--- config.mk ---
export PLATFORM = sky130hd
export DESIGN_NAME = otgm_regs
export DESIGN_NICKNAME = d
export VERILOG_FILES = /design/src/shared/otgm_pkg.sv /design/src/hdl/otgm_regs.sv
export VERILOG_INCLUDE_DIRS = /design/src /design/src/shared
export SDC_FILE = /design/constraint.sdc
export NUM_CORES = 1
export LEC_CHECK = 0
export BUFFER_PORTS_ARGS = -buffer_cell sky130_fd_sc_hd__buf_2
export CAP_MARGIN = 20
export CORE_ASPECT_RATIO = 2
export CORE_MARGIN = 2
export CORE_UTILIZATION = 55
export CTS_BUF_LIST = sky130_fd_sc_hd__clkbuf_8
export DETAILED_ROUTE_END_ITERATION = 10
export PLACE_DENSITY = 0.92
export SLEW_MARGIN = 0
export SYNTH_ARGS = -nofsm -noshare
export SYNTH_HDL_FRONTEND = slang
export SYNTH_SLANG_ARGS = --single-unit
--- constraint.sdc ---
create_clock -name clk_i -period 8.9 [get_ports clk_i]
set_input_delay 0.89 -clock clk_i [delete_from_list [all_inputs] [get_ports clk_i]]
set_output_delay 0.89 -clock clk_i [all_outputs]
set_load 0.01 [all_outputs]
--- src/shared/otgm_defs.svh ---
`ifndef OTGM_DEFS_SVH
`define OTGM_DEFS_SVH

// ****************************************************************
// Register word indices
// ****************************************************************
// Printed offsets are register indices; each register takes one word.
`define OTGM_IDX_MISC_SET      6'h18
`define OTGM_IDX_MISC_CLR      6'h19
`define OTGM_IDX_CAR_SET       6'h1A
`define OTGM_IDX_CAR_CLR       6'h1B
`define OTGM_IDX_HI_WIDTH      6'h1C
`define OTGM_IDX_LO_WIDTH      6'h1D

// ****************************************************************
// Field positions
// ****************************************************************
`define OTGM_MISC_FORCE_HIGH   7
`define OTGM_MISC_FORCE_LOW    6
`define OTGM_MISC_LEVEL_SEL    4
`define OTGM_MISC_ID_PU_DIS    3
`define OTGM_MISC_WEAK_PU      2
`define OTGM_MISC_SRP_START    1
`define OTGM_MISC_BYPASS_DIS   0
`define OTGM_CAR_RIGHT_SW      5
`define OTGM_CAR_LEFT_SW       4
`define OTGM_CAR_RIGHT_BIAS    3
`define OTGM_CAR_LEFT_BIAS     2
`define OTGM_CAR_RX_PULSE      1
`define OTGM_CAR_TX_PULSE      0

// ****************************************************************
// Reset values and writable masks
// ****************************************************************
`define OTGM_MISC_RESET        8'h10
`define OTGM_CAR_RESET         8'h00
`define OTGM_HI_WIDTH_RESET    8'h15
`define OTGM_LO_WIDTH_RESET    8'h2A
`define OTGM_MISC_MASK         8'hDF
`define OTGM_CAR_MASK          8'h3F

// ****************************************************************
// Timing
// ****************************************************************
`define OTGM_CLK_KHZ           64'd125000
`define OTGM_PULSE_CLK_MHZ     8'h3C
`define OTGM_SYS_CLK_MHZ       8'h7D
`define OTGM_SRP_PULLUP_US     64'd7500
`define OTGM_SRP_CHARGE_US     64'd32000
`define OTGM_SRP_DISCHARGE_US  64'd13000

`endif

--- src/shared/otgm_pkg.sv ---
package otgm_pkg;

   // Analog and line controls leaving the block, all registered.
   typedef struct packed {
      logic dp_drive;
      logic dp_drive_en;
      logic dp_pullup;
      logic dp_weak_pullup;
      logic id_pullup;
      logic regulator_2v8;
      logic regulator_bypass_on;
      logic bus_power_charge;
      logic bus_power_discharge;
      logic right_or_mic_switch;
      logic left_speaker_switch;
      logic right_line_bias;
      logic left_line_bias;
      logic rx_pulse_enable;
      logic dm_drive;
      logic dm_drive_en;
   } otgm_line_ctrl_t;

   // Session request sequence phases, one-hot.
   typedef enum logic [3:0] {
      OTGM_SRP_IDLE      = 4'h1,
      OTGM_SRP_PULLUP    = 4'h2,
      OTGM_SRP_CHARGE    = 4'h4,
      OTGM_SRP_DISCHARGE = 4'h8
   } otgm_srp_state_t;

endpackage : otgm_pkg

--- src/hdl/otgm_regs.sv ---
`timescale 1ns/1ps
`include "otgm_defs.svh"

module otgm_regs #(
   parameter int unsigned SRP_PULLUP_CYCLES    =
      32'((`OTGM_SRP_PULLUP_US * `OTGM_CLK_KHZ + 64'd999) / 64'd1000),
   parameter int unsigned SRP_CHARGE_CYCLES    =
      32'((`OTGM_SRP_CHARGE_US * `OTGM_CLK_KHZ + 64'd999) / 64'd1000),
   parameter int unsigned SRP_DISCHARGE_CYCLES =
      32'((`OTGM_SRP_DISCHARGE_US * `OTGM_CLK_KHZ + 64'd999) / 64'd1000)
) (
   // Clock and reset.
   input  wire logic                    clk_i,
   input  wire logic                    rst_i,
   // Wishbone classic slave.
   input  wire logic                    wb_cyc_i,
   input  wire logic                    wb_stb_i,
   input  wire logic                    wb_we_i,
   input  wire logic [7:0]              wb_adr_i,
   input  wire logic [3:0]              wb_sel_i,
   input  wire logic [31:0]             wb_dat_i,
   output logic      [31:0]             wb_dat_o,
   output logic                         wb_ack_o,
   // Status from elsewhere in the transceiver, asynchronous.
   input  wire logic                    uart_pass_through_i,
   input  wire logic                    supply_below_3v6_i,
   // Line and analog controls.
   output otgm_pkg::otgm_line_ctrl_t    line_ctrl_o
);

   // ****************************************************************
   // Helper functions
   // ****************************************************************

   // Applies a set-or-clear write of the low byte under a field mask.
   function automatic logic [7:0] set_clear(input logic [7:0] cur,
                                            input logic [7:0] wdata,
                                            input logic       is_set,
                                            input logic [7:0] mask);
      logic [7:0] res;
      res = is_set ? (cur | wdata) : (cur & ~wdata);
      return res & mask;
   endfunction : set_clear

   // A width of zero would wrap to a 256-tick phase, so it counts as one.
   function automatic logic [7:0] min_one(input logic [7:0] w);
      return (w == 8'h00) ? 8'h01 : w;
   endfunction : min_one

   // ****************************************************************
   // Input synchronisers
   // ****************************************************************
   logic [1:0] uart_sync_reg;
   logic [1:0] low_supply_sync_reg;
   logic       uart_en;
   logic       low_supply;

   // Both inputs come from analog or foreign logic and are resynchronised.
   always_ff @(posedge clk_i) begin
      if (rst_i) begin
         uart_sync_reg       <= 2'h0;
         low_supply_sync_reg <= 2'h0;
      end else begin
         uart_sync_reg       <= {uart_sync_reg[0], uart_pass_through_i};
         low_supply_sync_reg <= {low_supply_sync_reg[0], supply_below_3v6_i};
      end
   end

   assign uart_en    = uart_sync_reg[1];
   assign low_supply = low_supply_sync_reg[1];

   // ****************************************************************
   // Wishbone slave
   // ****************************************************************
   logic       req;
   logic       wr_take;
   logic [5:0] idx;
   logic       byte0_wr;
   logic [7:0] wbyte;
   logic [7:0] rdata;

   assign req      = wb_cyc_i & wb_stb_i;
   // Writes land on the edge where the master sees acknowledge high.
   assign wr_take  = req & wb_we_i & wb_ack_o;
   assign idx      = wb_adr_i[7:2];
   assign byte0_wr = wr_take & wb_sel_i[0];
   assign wbyte    = wb_dat_i[7:0];

   logic [7:0] misc_reg;
   logic [7:0] car_reg;
   logic [7:0] hi_width_reg;
   logic [7:0] lo_width_reg;

   // Read mux; unmapped words read as zero.
   always_comb begin
      case (idx)
         `OTGM_IDX_MISC_SET,
         `OTGM_IDX_MISC_CLR: rdata = misc_reg;
         `OTGM_IDX_CAR_SET,
         `OTGM_IDX_CAR_CLR:  rdata = car_reg;
         `OTGM_IDX_HI_WIDTH: rdata = hi_width_reg;
         `OTGM_IDX_LO_WIDTH: rdata = lo_width_reg;
         default:            rdata = 8'h00;
      endcase
   end

   // One wait state: acknowledge a cycle after the request, then drop.
   always_ff @(posedge clk_i) begin
      if (rst_i) begin
         wb_ack_o <= 1'b0;
         wb_dat_o <= 32'h0000_0000;
      end else begin
         wb_ack_o <= req & ~wb_ack_o;
         wb_dat_o <= {24'h00_0000, rdata};
      end
   end

   // ****************************************************************
   // Session request sequencer
   // ****************************************************************
   otgm_pkg::otgm_srp_state_t srp_state_reg;
   logic [31:0]               srp_cnt_reg;
   logic                      srp_done;
   logic                      srp_phase_end;

   assign srp_phase_end =
      ((srp_state_reg == otgm_pkg::OTGM_SRP_PULLUP) &&
       (srp_cnt_reg >= SRP_PULLUP_CYCLES - 1)) ||
      ((srp_state_reg == otgm_pkg::OTGM_SRP_CHARGE) &&
       (srp_cnt_reg >= SRP_CHARGE_CYCLES - 1)) ||
      ((srp_state_reg == otgm_pkg::OTGM_SRP_DISCHARGE) &&
       (srp_cnt_reg >= SRP_DISCHARGE_CYCLES - 1));
   assign srp_done = srp_phase_end &&
                     (srp_state_reg == otgm_pkg::OTGM_SRP_DISCHARGE);

   // The start bit launches the phases; each holds for its own count.
   always_ff @(posedge clk_i) begin
      if (rst_i) begin
         srp_state_reg <= otgm_pkg::OTGM_SRP_IDLE;
         srp_cnt_reg   <= 32'h0000_0000;
      end else begin
         case (srp_state_reg)
            otgm_pkg::OTGM_SRP_IDLE: begin
               srp_cnt_reg <= 32'h0000_0000;
               if (misc_reg[`OTGM_MISC_SRP_START]) begin
                  srp_state_reg <= otgm_pkg::OTGM_SRP_PULLUP;
               end
            end
            otgm_pkg::OTGM_SRP_PULLUP: begin
               srp_cnt_reg <= srp_phase_end ? 32'h0000_0000 : srp_cnt_reg + 32'h1;
               if (srp_phase_end) begin
                  srp_state_reg <= otgm_pkg::OTGM_SRP_CHARGE;
               end
            end
            otgm_pkg::OTGM_SRP_CHARGE: begin
               srp_cnt_reg <= srp_phase_end ? 32'h0000_0000 : srp_cnt_reg + 32'h1;
               if (srp_phase_end) begin
                  srp_state_reg <= otgm_pkg::OTGM_SRP_DISCHARGE;
               end
            end
            otgm_pkg::OTGM_SRP_DISCHARGE: begin
               srp_cnt_reg <= srp_phase_end ? 32'h0000_0000 : srp_cnt_reg + 32'h1;
               if (srp_phase_end) begin
                  srp_state_reg <= otgm_pkg::OTGM_SRP_IDLE;
               end
            end
            default: begin
               srp_state_reg <= otgm_pkg::OTGM_SRP_IDLE;
               srp_cnt_reg   <= 32'h0000_0000;
            end
         endcase
      end
   end

   // ****************************************************************
   // Control registers
   // ****************************************************************
   logic [7:0] misc_next;

   // Set and clear addresses share storage. The start bit ignores the
   // clear address; a new set in the completion cycle wins and reruns.
   always_comb begin
      misc_next = misc_reg;
      if (srp_done) begin
         misc_next[`OTGM_MISC_SRP_START] = 1'b0;
      end
      if (byte0_wr && (idx == `OTGM_IDX_MISC_SET)) begin
         misc_next = set_clear(misc_next, wbyte, 1'b1,
                               `OTGM_MISC_MASK);
      end else if (byte0_wr && (idx == `OTGM_IDX_MISC_CLR)) begin
         misc_next = set_clear(misc_next, wbyte, 1'b0,
                               `OTGM_MISC_MASK);
         misc_next[`OTGM_MISC_SRP_START] =
            misc_reg[`OTGM_MISC_SRP_START] & ~srp_done;
      end
   end

   always_ff @(posedge clk_i) begin
      if (rst_i) begin
         misc_reg <= `OTGM_MISC_RESET;
      end else begin
         misc_reg <= misc_next;
      end
   end

   // Accessory audio bits, same set and clear scheme.
   always_ff @(posedge clk_i) begin
      if (rst_i) begin
         car_reg <= `OTGM_CAR_RESET;
      end else if (byte0_wr && (idx == `OTGM_IDX_CAR_SET)) begin
         car_reg <= set_clear(car_reg, wbyte, 1'b1, `OTGM_CAR_MASK);
      end else if (byte0_wr && (idx == `OTGM_IDX_CAR_CLR)) begin
         car_reg <= set_clear(car_reg, wbyte, 1'b0, `OTGM_CAR_MASK);
      end
   end

   // Pulse width registers, plain read and write.
   always_ff @(posedge clk_i) begin
      if (rst_i) begin
         hi_width_reg <= `OTGM_HI_WIDTH_RESET;
         lo_width_reg <= `OTGM_LO_WIDTH_RESET;
      end else if (byte0_wr) begin
         if (idx == `OTGM_IDX_HI_WIDTH) begin
            hi_width_reg <= wbyte;
         end
         if (idx == `OTGM_IDX_LO_WIDTH) begin
            lo_width_reg <= wbyte;
         end
      end
   end

   // ****************************************************************
   // Pulse period tick
   // ****************************************************************
   logic [7:0] phase_acc_reg;
   logic [7:0] phase_sum;
   logic       period_tick;

   // A fractional accumulator yields 60 ticks per 125 system cycles, so
   // each tick edge has up to one system cycle of jitter.
   assign phase_sum   = phase_acc_reg + `OTGM_PULSE_CLK_MHZ;
   assign period_tick = (phase_sum >= `OTGM_SYS_CLK_MHZ);

   always_ff @(posedge clk_i) begin
      if (rst_i) begin
         phase_acc_reg <= 8'h00;
      end else if (period_tick) begin
         phase_acc_reg <= phase_sum - `OTGM_SYS_CLK_MHZ;
      end else begin
         phase_acc_reg <= phase_sum;
      end
   end

   // ****************************************************************
   // Transmit pulse generator on the minus line
   // ****************************************************************
   logic       tx_enable;
   logic       pulse_high_reg;
   logic [7:0] pulse_cnt_reg;
   logic [7:0] pulse_width;
   logic       phase_end;

   assign tx_enable   = car_reg[`OTGM_CAR_TX_PULSE];
   assign pulse_width = pulse_high_reg ? min_one(hi_width_reg)
                                       : min_one(lo_width_reg);
   assign phase_end   = period_tick && (pulse_cnt_reg >= pulse_width - 8'h01);

   // Phases alternate; the width is read live on every tick, so a new width applies mid-phase.
   always_ff @(posedge clk_i) begin
      if (rst_i) begin
         pulse_high_reg <= 1'b1;
         pulse_cnt_reg  <= 8'h00;
      end else if (!tx_enable) begin
         pulse_high_reg <= 1'b1;
         pulse_cnt_reg  <= 8'h00;
      end else if (phase_end) begin
         pulse_high_reg <= ~pulse_high_reg;
         pulse_cnt_reg  <= 8'h00;
      end else if (period_tick) begin
         pulse_cnt_reg  <= pulse_cnt_reg + 8'h01;
      end
   end

   // ****************************************************************
   // Registered line controls
   // ****************************************************************
   otgm_pkg::otgm_line_ctrl_t line_next;
   logic                      level_2v8;

   assign level_2v8 = uart_en & misc_reg[`OTGM_MISC_LEVEL_SEL];

   always_comb begin
      line_next = '0;
      // Force high wins if software sets both force bits.
      line_next.dp_drive_en = misc_reg[`OTGM_MISC_FORCE_HIGH] |
                              misc_reg[`OTGM_MISC_FORCE_LOW];
      line_next.dp_drive    = misc_reg[`OTGM_MISC_FORCE_HIGH];
      line_next.dp_pullup   = (srp_state_reg == otgm_pkg::OTGM_SRP_PULLUP);
      line_next.dp_weak_pullup = misc_reg[`OTGM_MISC_WEAK_PU];
      line_next.id_pullup   = ~misc_reg[`OTGM_MISC_ID_PU_DIS];
      line_next.regulator_2v8 = level_2v8;
      line_next.regulator_bypass_on = low_supply &
                                      ~misc_reg[`OTGM_MISC_BYPASS_DIS] &
                                      ~level_2v8;
      line_next.bus_power_charge =
         (srp_state_reg == otgm_pkg::OTGM_SRP_CHARGE);
      line_next.bus_power_discharge =
         (srp_state_reg == otgm_pkg::OTGM_SRP_DISCHARGE);
      line_next.right_or_mic_switch = car_reg[`OTGM_CAR_RIGHT_SW];
      line_next.left_speaker_switch = car_reg[`OTGM_CAR_LEFT_SW];
      line_next.right_line_bias = car_reg[`OTGM_CAR_RIGHT_BIAS];
      line_next.left_line_bias  = car_reg[`OTGM_CAR_LEFT_BIAS];
      line_next.rx_pulse_enable = car_reg[`OTGM_CAR_RX_PULSE];
      line_next.dm_drive_en = tx_enable;
      line_next.dm_drive    = tx_enable & pulse_high_reg;
   end

   // Every control leaves through a flip-flop to keep pins glitch free.
   always_ff @(posedge clk_i) begin
      if (rst_i) begin
         line_ctrl_o <= '0;
      end else begin
         line_ctrl_o <= line_next;
      end
   end

endmodule : otgm_regs

# Word-level counts from Yosys, hierarchy flattened

Cells that the tools add are included.
W data, S select, Z words.

Bits in registers: 135
Input port bits: 51
Output and inout bits: 49
Logic and storage cells: 118

Add/subtract/negate cells: 5
$lt $le $gt $ge: 5
Equal/unequal tests: 14
Multiplexer cells: 15
Bitwise gates (word level): 24
Reductions and logical operators: 24

Operator list:

| kind                    | count |
|---|---|
| $mux W8                 | 6 |
| $eq A6 B5 Y1 const B    | 6 |
| $add A32 B1 Y32 const B | 1 |
| $ge A32 B20 Y1 const B  | 1 |
| $ge A32 B21 Y1 const B  | 1 |
| $ge A32 B22 Y1 const B  | 1 |
| $pmux W8 S4             | 1 |
| $logic_not A8 Y1        | 2 |
| $mux W4                 | 4 |
| $pmux W4 S4             | 1 |
| $mux W6                 | 2 |
| $and A1 B1 Y1           | 10 |
| $logic_and A1 B1 Y1     | 9 |
| $reduce_or A3 Y1        | 3 |
| $add A8 B1 Y8 const B   | 1 |
| $add A8 B6 Y8 const B   | 1 |
| $and A8 B8 Y8           | 1 |
| $ge A8 B7 Y1 const B    | 1 |
| $ge A8 B8 Y1            | 1 |
| $ne A2 B2 Y1 const B    | 4 |
| $not A1 Y1              | 8 |
| $not A8 Y8              | 1 |
| $or A8 B8 Y8            | 1 |
| $sub A8 B1 Y8 const B   | 1 |
| other kinds (14)        | 19 |

# Longest topological paths before layout

Word-level depth: 9
Gate-level depth with buffers: 13
Mapped depth without buffers: 13

# Worst setup path before layout

Ideal clock, no wire load.

Path kind: flip-flop to flip-flop
Start: register pulse_high_reg
End: register pulse_cnt_reg[1]
Library setup time: 72 ps
Arrival time: 2,801 ps
Data required time: 8,828 ps
Setup slack: 6,028 ps
Cell stages (with the launch flop): 12
Path buffers: 1
Clock period less this slack: 2,872 ps
Path through: dfxtp_1 buf_1 mux2i_1 nand3_1 or2_2 xnor2_1 ha_1 and3_1 a2111o_1 a31oi_1 o21ai_1 a21oi_1

Longest elaborated chain between the ends: 5

RTL lines:

| item                       | RTL line         | text |
|---|---|---|
| from (decl)                | otgm_regs.sv:258 | `logic pulse_high_reg;` |
| from (signal assigned)     | otgm_regs.sv:277 | `pulse_high_reg <= ~pulse_high_reg;` |
| $mux W8                    | otgm_regs.sv:264 | `assign pulse_width = pulse_high_reg ? min_one(hi_width_reg)` |
| $sub A8 B1 Y8              | otgm_regs.sv:266 | `assign phase_end = period_tick && (pulse_cnt_reg >= pulse_width - 8'h01);` |
| $ge A8 B8 Y1               | otgm_regs.sv:266 |  |
| $logic_and A1 B1 Y1        | otgm_regs.sv:266 |  |
| $reduce_or A3 Y1 (no line) | -                |  |
| to (signal assigned)       | otgm_regs.sv:280 | `pulse_cnt_reg <= pulse_cnt_reg + 8'h01;` |
| to (decl)                  | otgm_regs.sv:259 | `logic [7:0] pulse_cnt_reg;` |

Every way passes these cells.
A chain may end at the register's enable or synchronous reset.

# Worst setup path after layout

Same ends and word-level chain as after synthesis.

==> results.md <==
- Status: complete, no violations
- First-pass GRT wire length: 19.3 mm
- Met1 WL: 3.92 mm
- Clock slew at reported path FFs: 0.11 ns
- Peak VDD IR: 0.000142 V
- Via-to-Cell Ratio: 5.97
- Antenna diodes: 0
- Effective utilization at floorplan: 56.5%
- Die Wd: 71.8 µm
- Unrepaired setup endpoints after global routing: no
- Net Sw Frac: 29.1%
- Sequential element share of the synthesized area: 43.9%
- Post-synth ARST share: 0%
- Total CTS buffers: 9
- Setup TNS: 0 ns
- Final min period: 3.57 ns
- Static Leak: 2.19 nW
- Mean Syn Cell Area: 9.18 µm²
- Antenna Nets Post-Route: 0
- Max reg flops: 32
- Sequential share of power: 50.3%
- Routed wl met2: 6.81 mm
- Die Span Y: 140 µm
- Clock Skew: 0.0200 ns
- Initial DRC Count: 283
- Final wirelength: 11.7 mm
- Hold Worst Slack: 0.456 ns
- Gate Count Post-Synth: 551
- Clk Latency, worst-skew pair: 0.39 ns
- Design Area, Final: 5520 µm²
- Share of the synthesized area in the top cell type: 43.9%
- # fillers: 729
- Commonest non-fill, non-tap cell in the layout: dfxtp_1
- Via Count: 4,209
- Largest net degree at the start of global routing: 64
- Clk root buf: clkbuf_8
- # DRC: 0
- Top sig layer: met4
- Synth warn: 0
- Slew Limit Fails: 0
- Top cell type by total area after synthesis: dfxtp_1
- Most area-consuming cells after synthesis: dfxtp_1 (44%), nor2_1 (6.4%), xor2_1 (4.0%), xnor2_1 (3.6%), buf_4 (3.6%)
- Hold Path Class: flip-flop to flip-flop
- Gpl congestion: 0.996
- Deepest clock path buffer count: 2
- Slew margin rel.: 28.3%
- DP HPWL: 8.54 mm
- Die area: 10,000 µm²
- Period utilisation layout: 40.1%
- WP data arrival: 3.88 ns
- Internal power: 0.000749 W
- Buffers on Ports: 46
- Number of synthesized register bits: 111
- P_sw: 0.000307 W
- CTS tree: yes
- EDFF count, synth: 0
- Startpoint type of the worst setup path: flip-flop
- Initial antenna violation count: 0
- Std cell rows: 49
- Initial DRT Pass Iterations: 5
- Area delta synth->final: 9.23%
- Crit end category: flip-flop
- Max Clk Rate: 280 MHz
- Share of cells above drive strength 1: 13.9%
- Area of the mapped netlist: 5060 µm²
- Most frequent cells in the layout: dfxtp_1 (111), nor2_1 (86), buf_2 (47)
- Yosys cell types: 57
- H-tree depth: 3
- Nets: 663
- Remaining Overflow, GRT: 0
- Clk pwr share: 32.8%
- PwrDens: 191 nW/µm²
- CP max FO: 21
- Met3 WL: 530 µm
- I/O pin count: 100
- CP Class: flip-flop to flip-flop
- Worst Tran Pin Value: 1.07 ns
- Core area: 8950 µm²
- Setup violations, final: 0
- Power, Total: 0.00106 W
- Hold Fails Final Rpt: 0
- Main synth FF type: dfxtp_1
- Tot GR Track Use: 24.1%
- Via count of the first global-routing pass: 4,264
- Logic pwr share: 16.9%
- DP Area: 5290 µm²
- Post-CTS Setup Repair Bufs: 0
- Clk sinks: 111
- Wire per inst: 16.5 µm
- Worst EP required: 9.21 ns
- Max-Cap Viols: 0
- CTS resizes: 0
- Post-CTS Hold Fix Bufs: 0
==> power groups by stage <==
| stage | clock network, W | logic (W) | registers, W |
|---|---|---|---|
| after CTS | 0.000351 | 0.000178 | 0.000531 |
| after global routing | 0.000371 | 0.000201 | 0.000533 |
| after detailed placement | 0 | 0.000176 | 0.000543 |
| after global placement | 0 | 0.000166 | 0.000541 |
| after floorplan | 0 | 0.000148 | 0.000539 |
| final | 0.000346 | 0.000178 | 0.000531 |
==> through the flow <==
stage | utilization (%) | setup WS [ns] | std cells
finish | 61.7 | 5.33 | 705
global route | 61.7 | 5.11 | 705
CTS | 61.7 | 5.38 | 705
detailed placement | 59.1 | 5.43 | 689
global placement | 59.0 | 5.45 | 688
floorplan | - | 6.03 | 584
==> path summary, 6_finish.rpt <==
kind,from,end,slack (ns),depth (start not counted)
max,pulse_high_reg$_SDFFE_PP1P_,pulse_cnt_reg[1]$_SDFFE_PP0N_,5.33,11
min,wb_ack_o$_SDFF_PP0_,wb_ack_o$_SDFF_PP0_,0.46,1
max reg2reg,pulse_high_reg$_SDFFE_PP1P_,pulse_cnt_reg[1]$_SDFFE_PP0N_,5.33,11
min reg2reg,wb_ack_o$_SDFF_PP0_,wb_ack_o$_SDFF_PP0_,0.46,1
==> final cells by class <==
type,count,area [µm²],area share [%]
multi-input combinational,411,2620,47.5
sequential,111,2220,40.2
timing repair buffer,50,258,4.67
tap,102,128,2.31
clock buffer,9,124,2.24
clock inverter,7,114,2.06
inverter,15,56.3,1.02
==> logic make-up after synthesis <==
kind of cell	synth area share, %
and+or+nand+nor	20.5
other	0.0741
muxes	5.59
AOI/OAI and AO/OA	12.0
buffers and inverters	6.78
xor gates and xnor gates	7.62
adders and majority gates	3.46
DFF	43.9
==> metal layers <==
layer,vias up,GRT usage (%)
li1,1967,-
met1,2026,22.6
met2,174,46.4
met3,42,4.71
met4,0,13.2
met5,-,0
==> Yosys cell counts, types with 2 or more instances <==
library cell / instances
a211o_1: 8
a211oi_1: 5
a21o_1: 3
a21oi_1: 18
a222oi_1: 5
a22oi_1: 3
a311oi_1: 11
a31oi_1: 3
and3_1: 3
buf_1: 3
buf_2: 4
buf_4: 24
buf_6: 2
clkbuf_1: 14
dfxtp_1: 111
ha_1: 14
inv_1: 15
mux2_2: 10
mux2i_1: 17
nand2_1: 24
nand2b_1: 3
nand3_1: 14
nand3b_1: 4
nand4_1: 11
nor2_1: 86
nor2b_1: 24
nor3_1: 16
nor3b_1: 4
nor4_1: 8
o211ai_1: 4
o21ai_0: 8
o21ai_1: 2
or2_2: 3
or3_1: 2
xnor2_1: 21
xor2_1: 23
==> critical path, cell delays in order (launching register included) <==
cell and delay, ns:
dfxtp_1 0.87, mux2i_1 0.38, nand3_1 0.16, or2_2 0.35, xnor2_1 0.14, ha_1 0.28, a21oi_1 0.15, nor2b_1 0.07
a2111o_1 0.38, a31oi_1 0.25, o21ai_1 0.27, a21oi_1 0.18
Power figures use the tool's default switching activity.
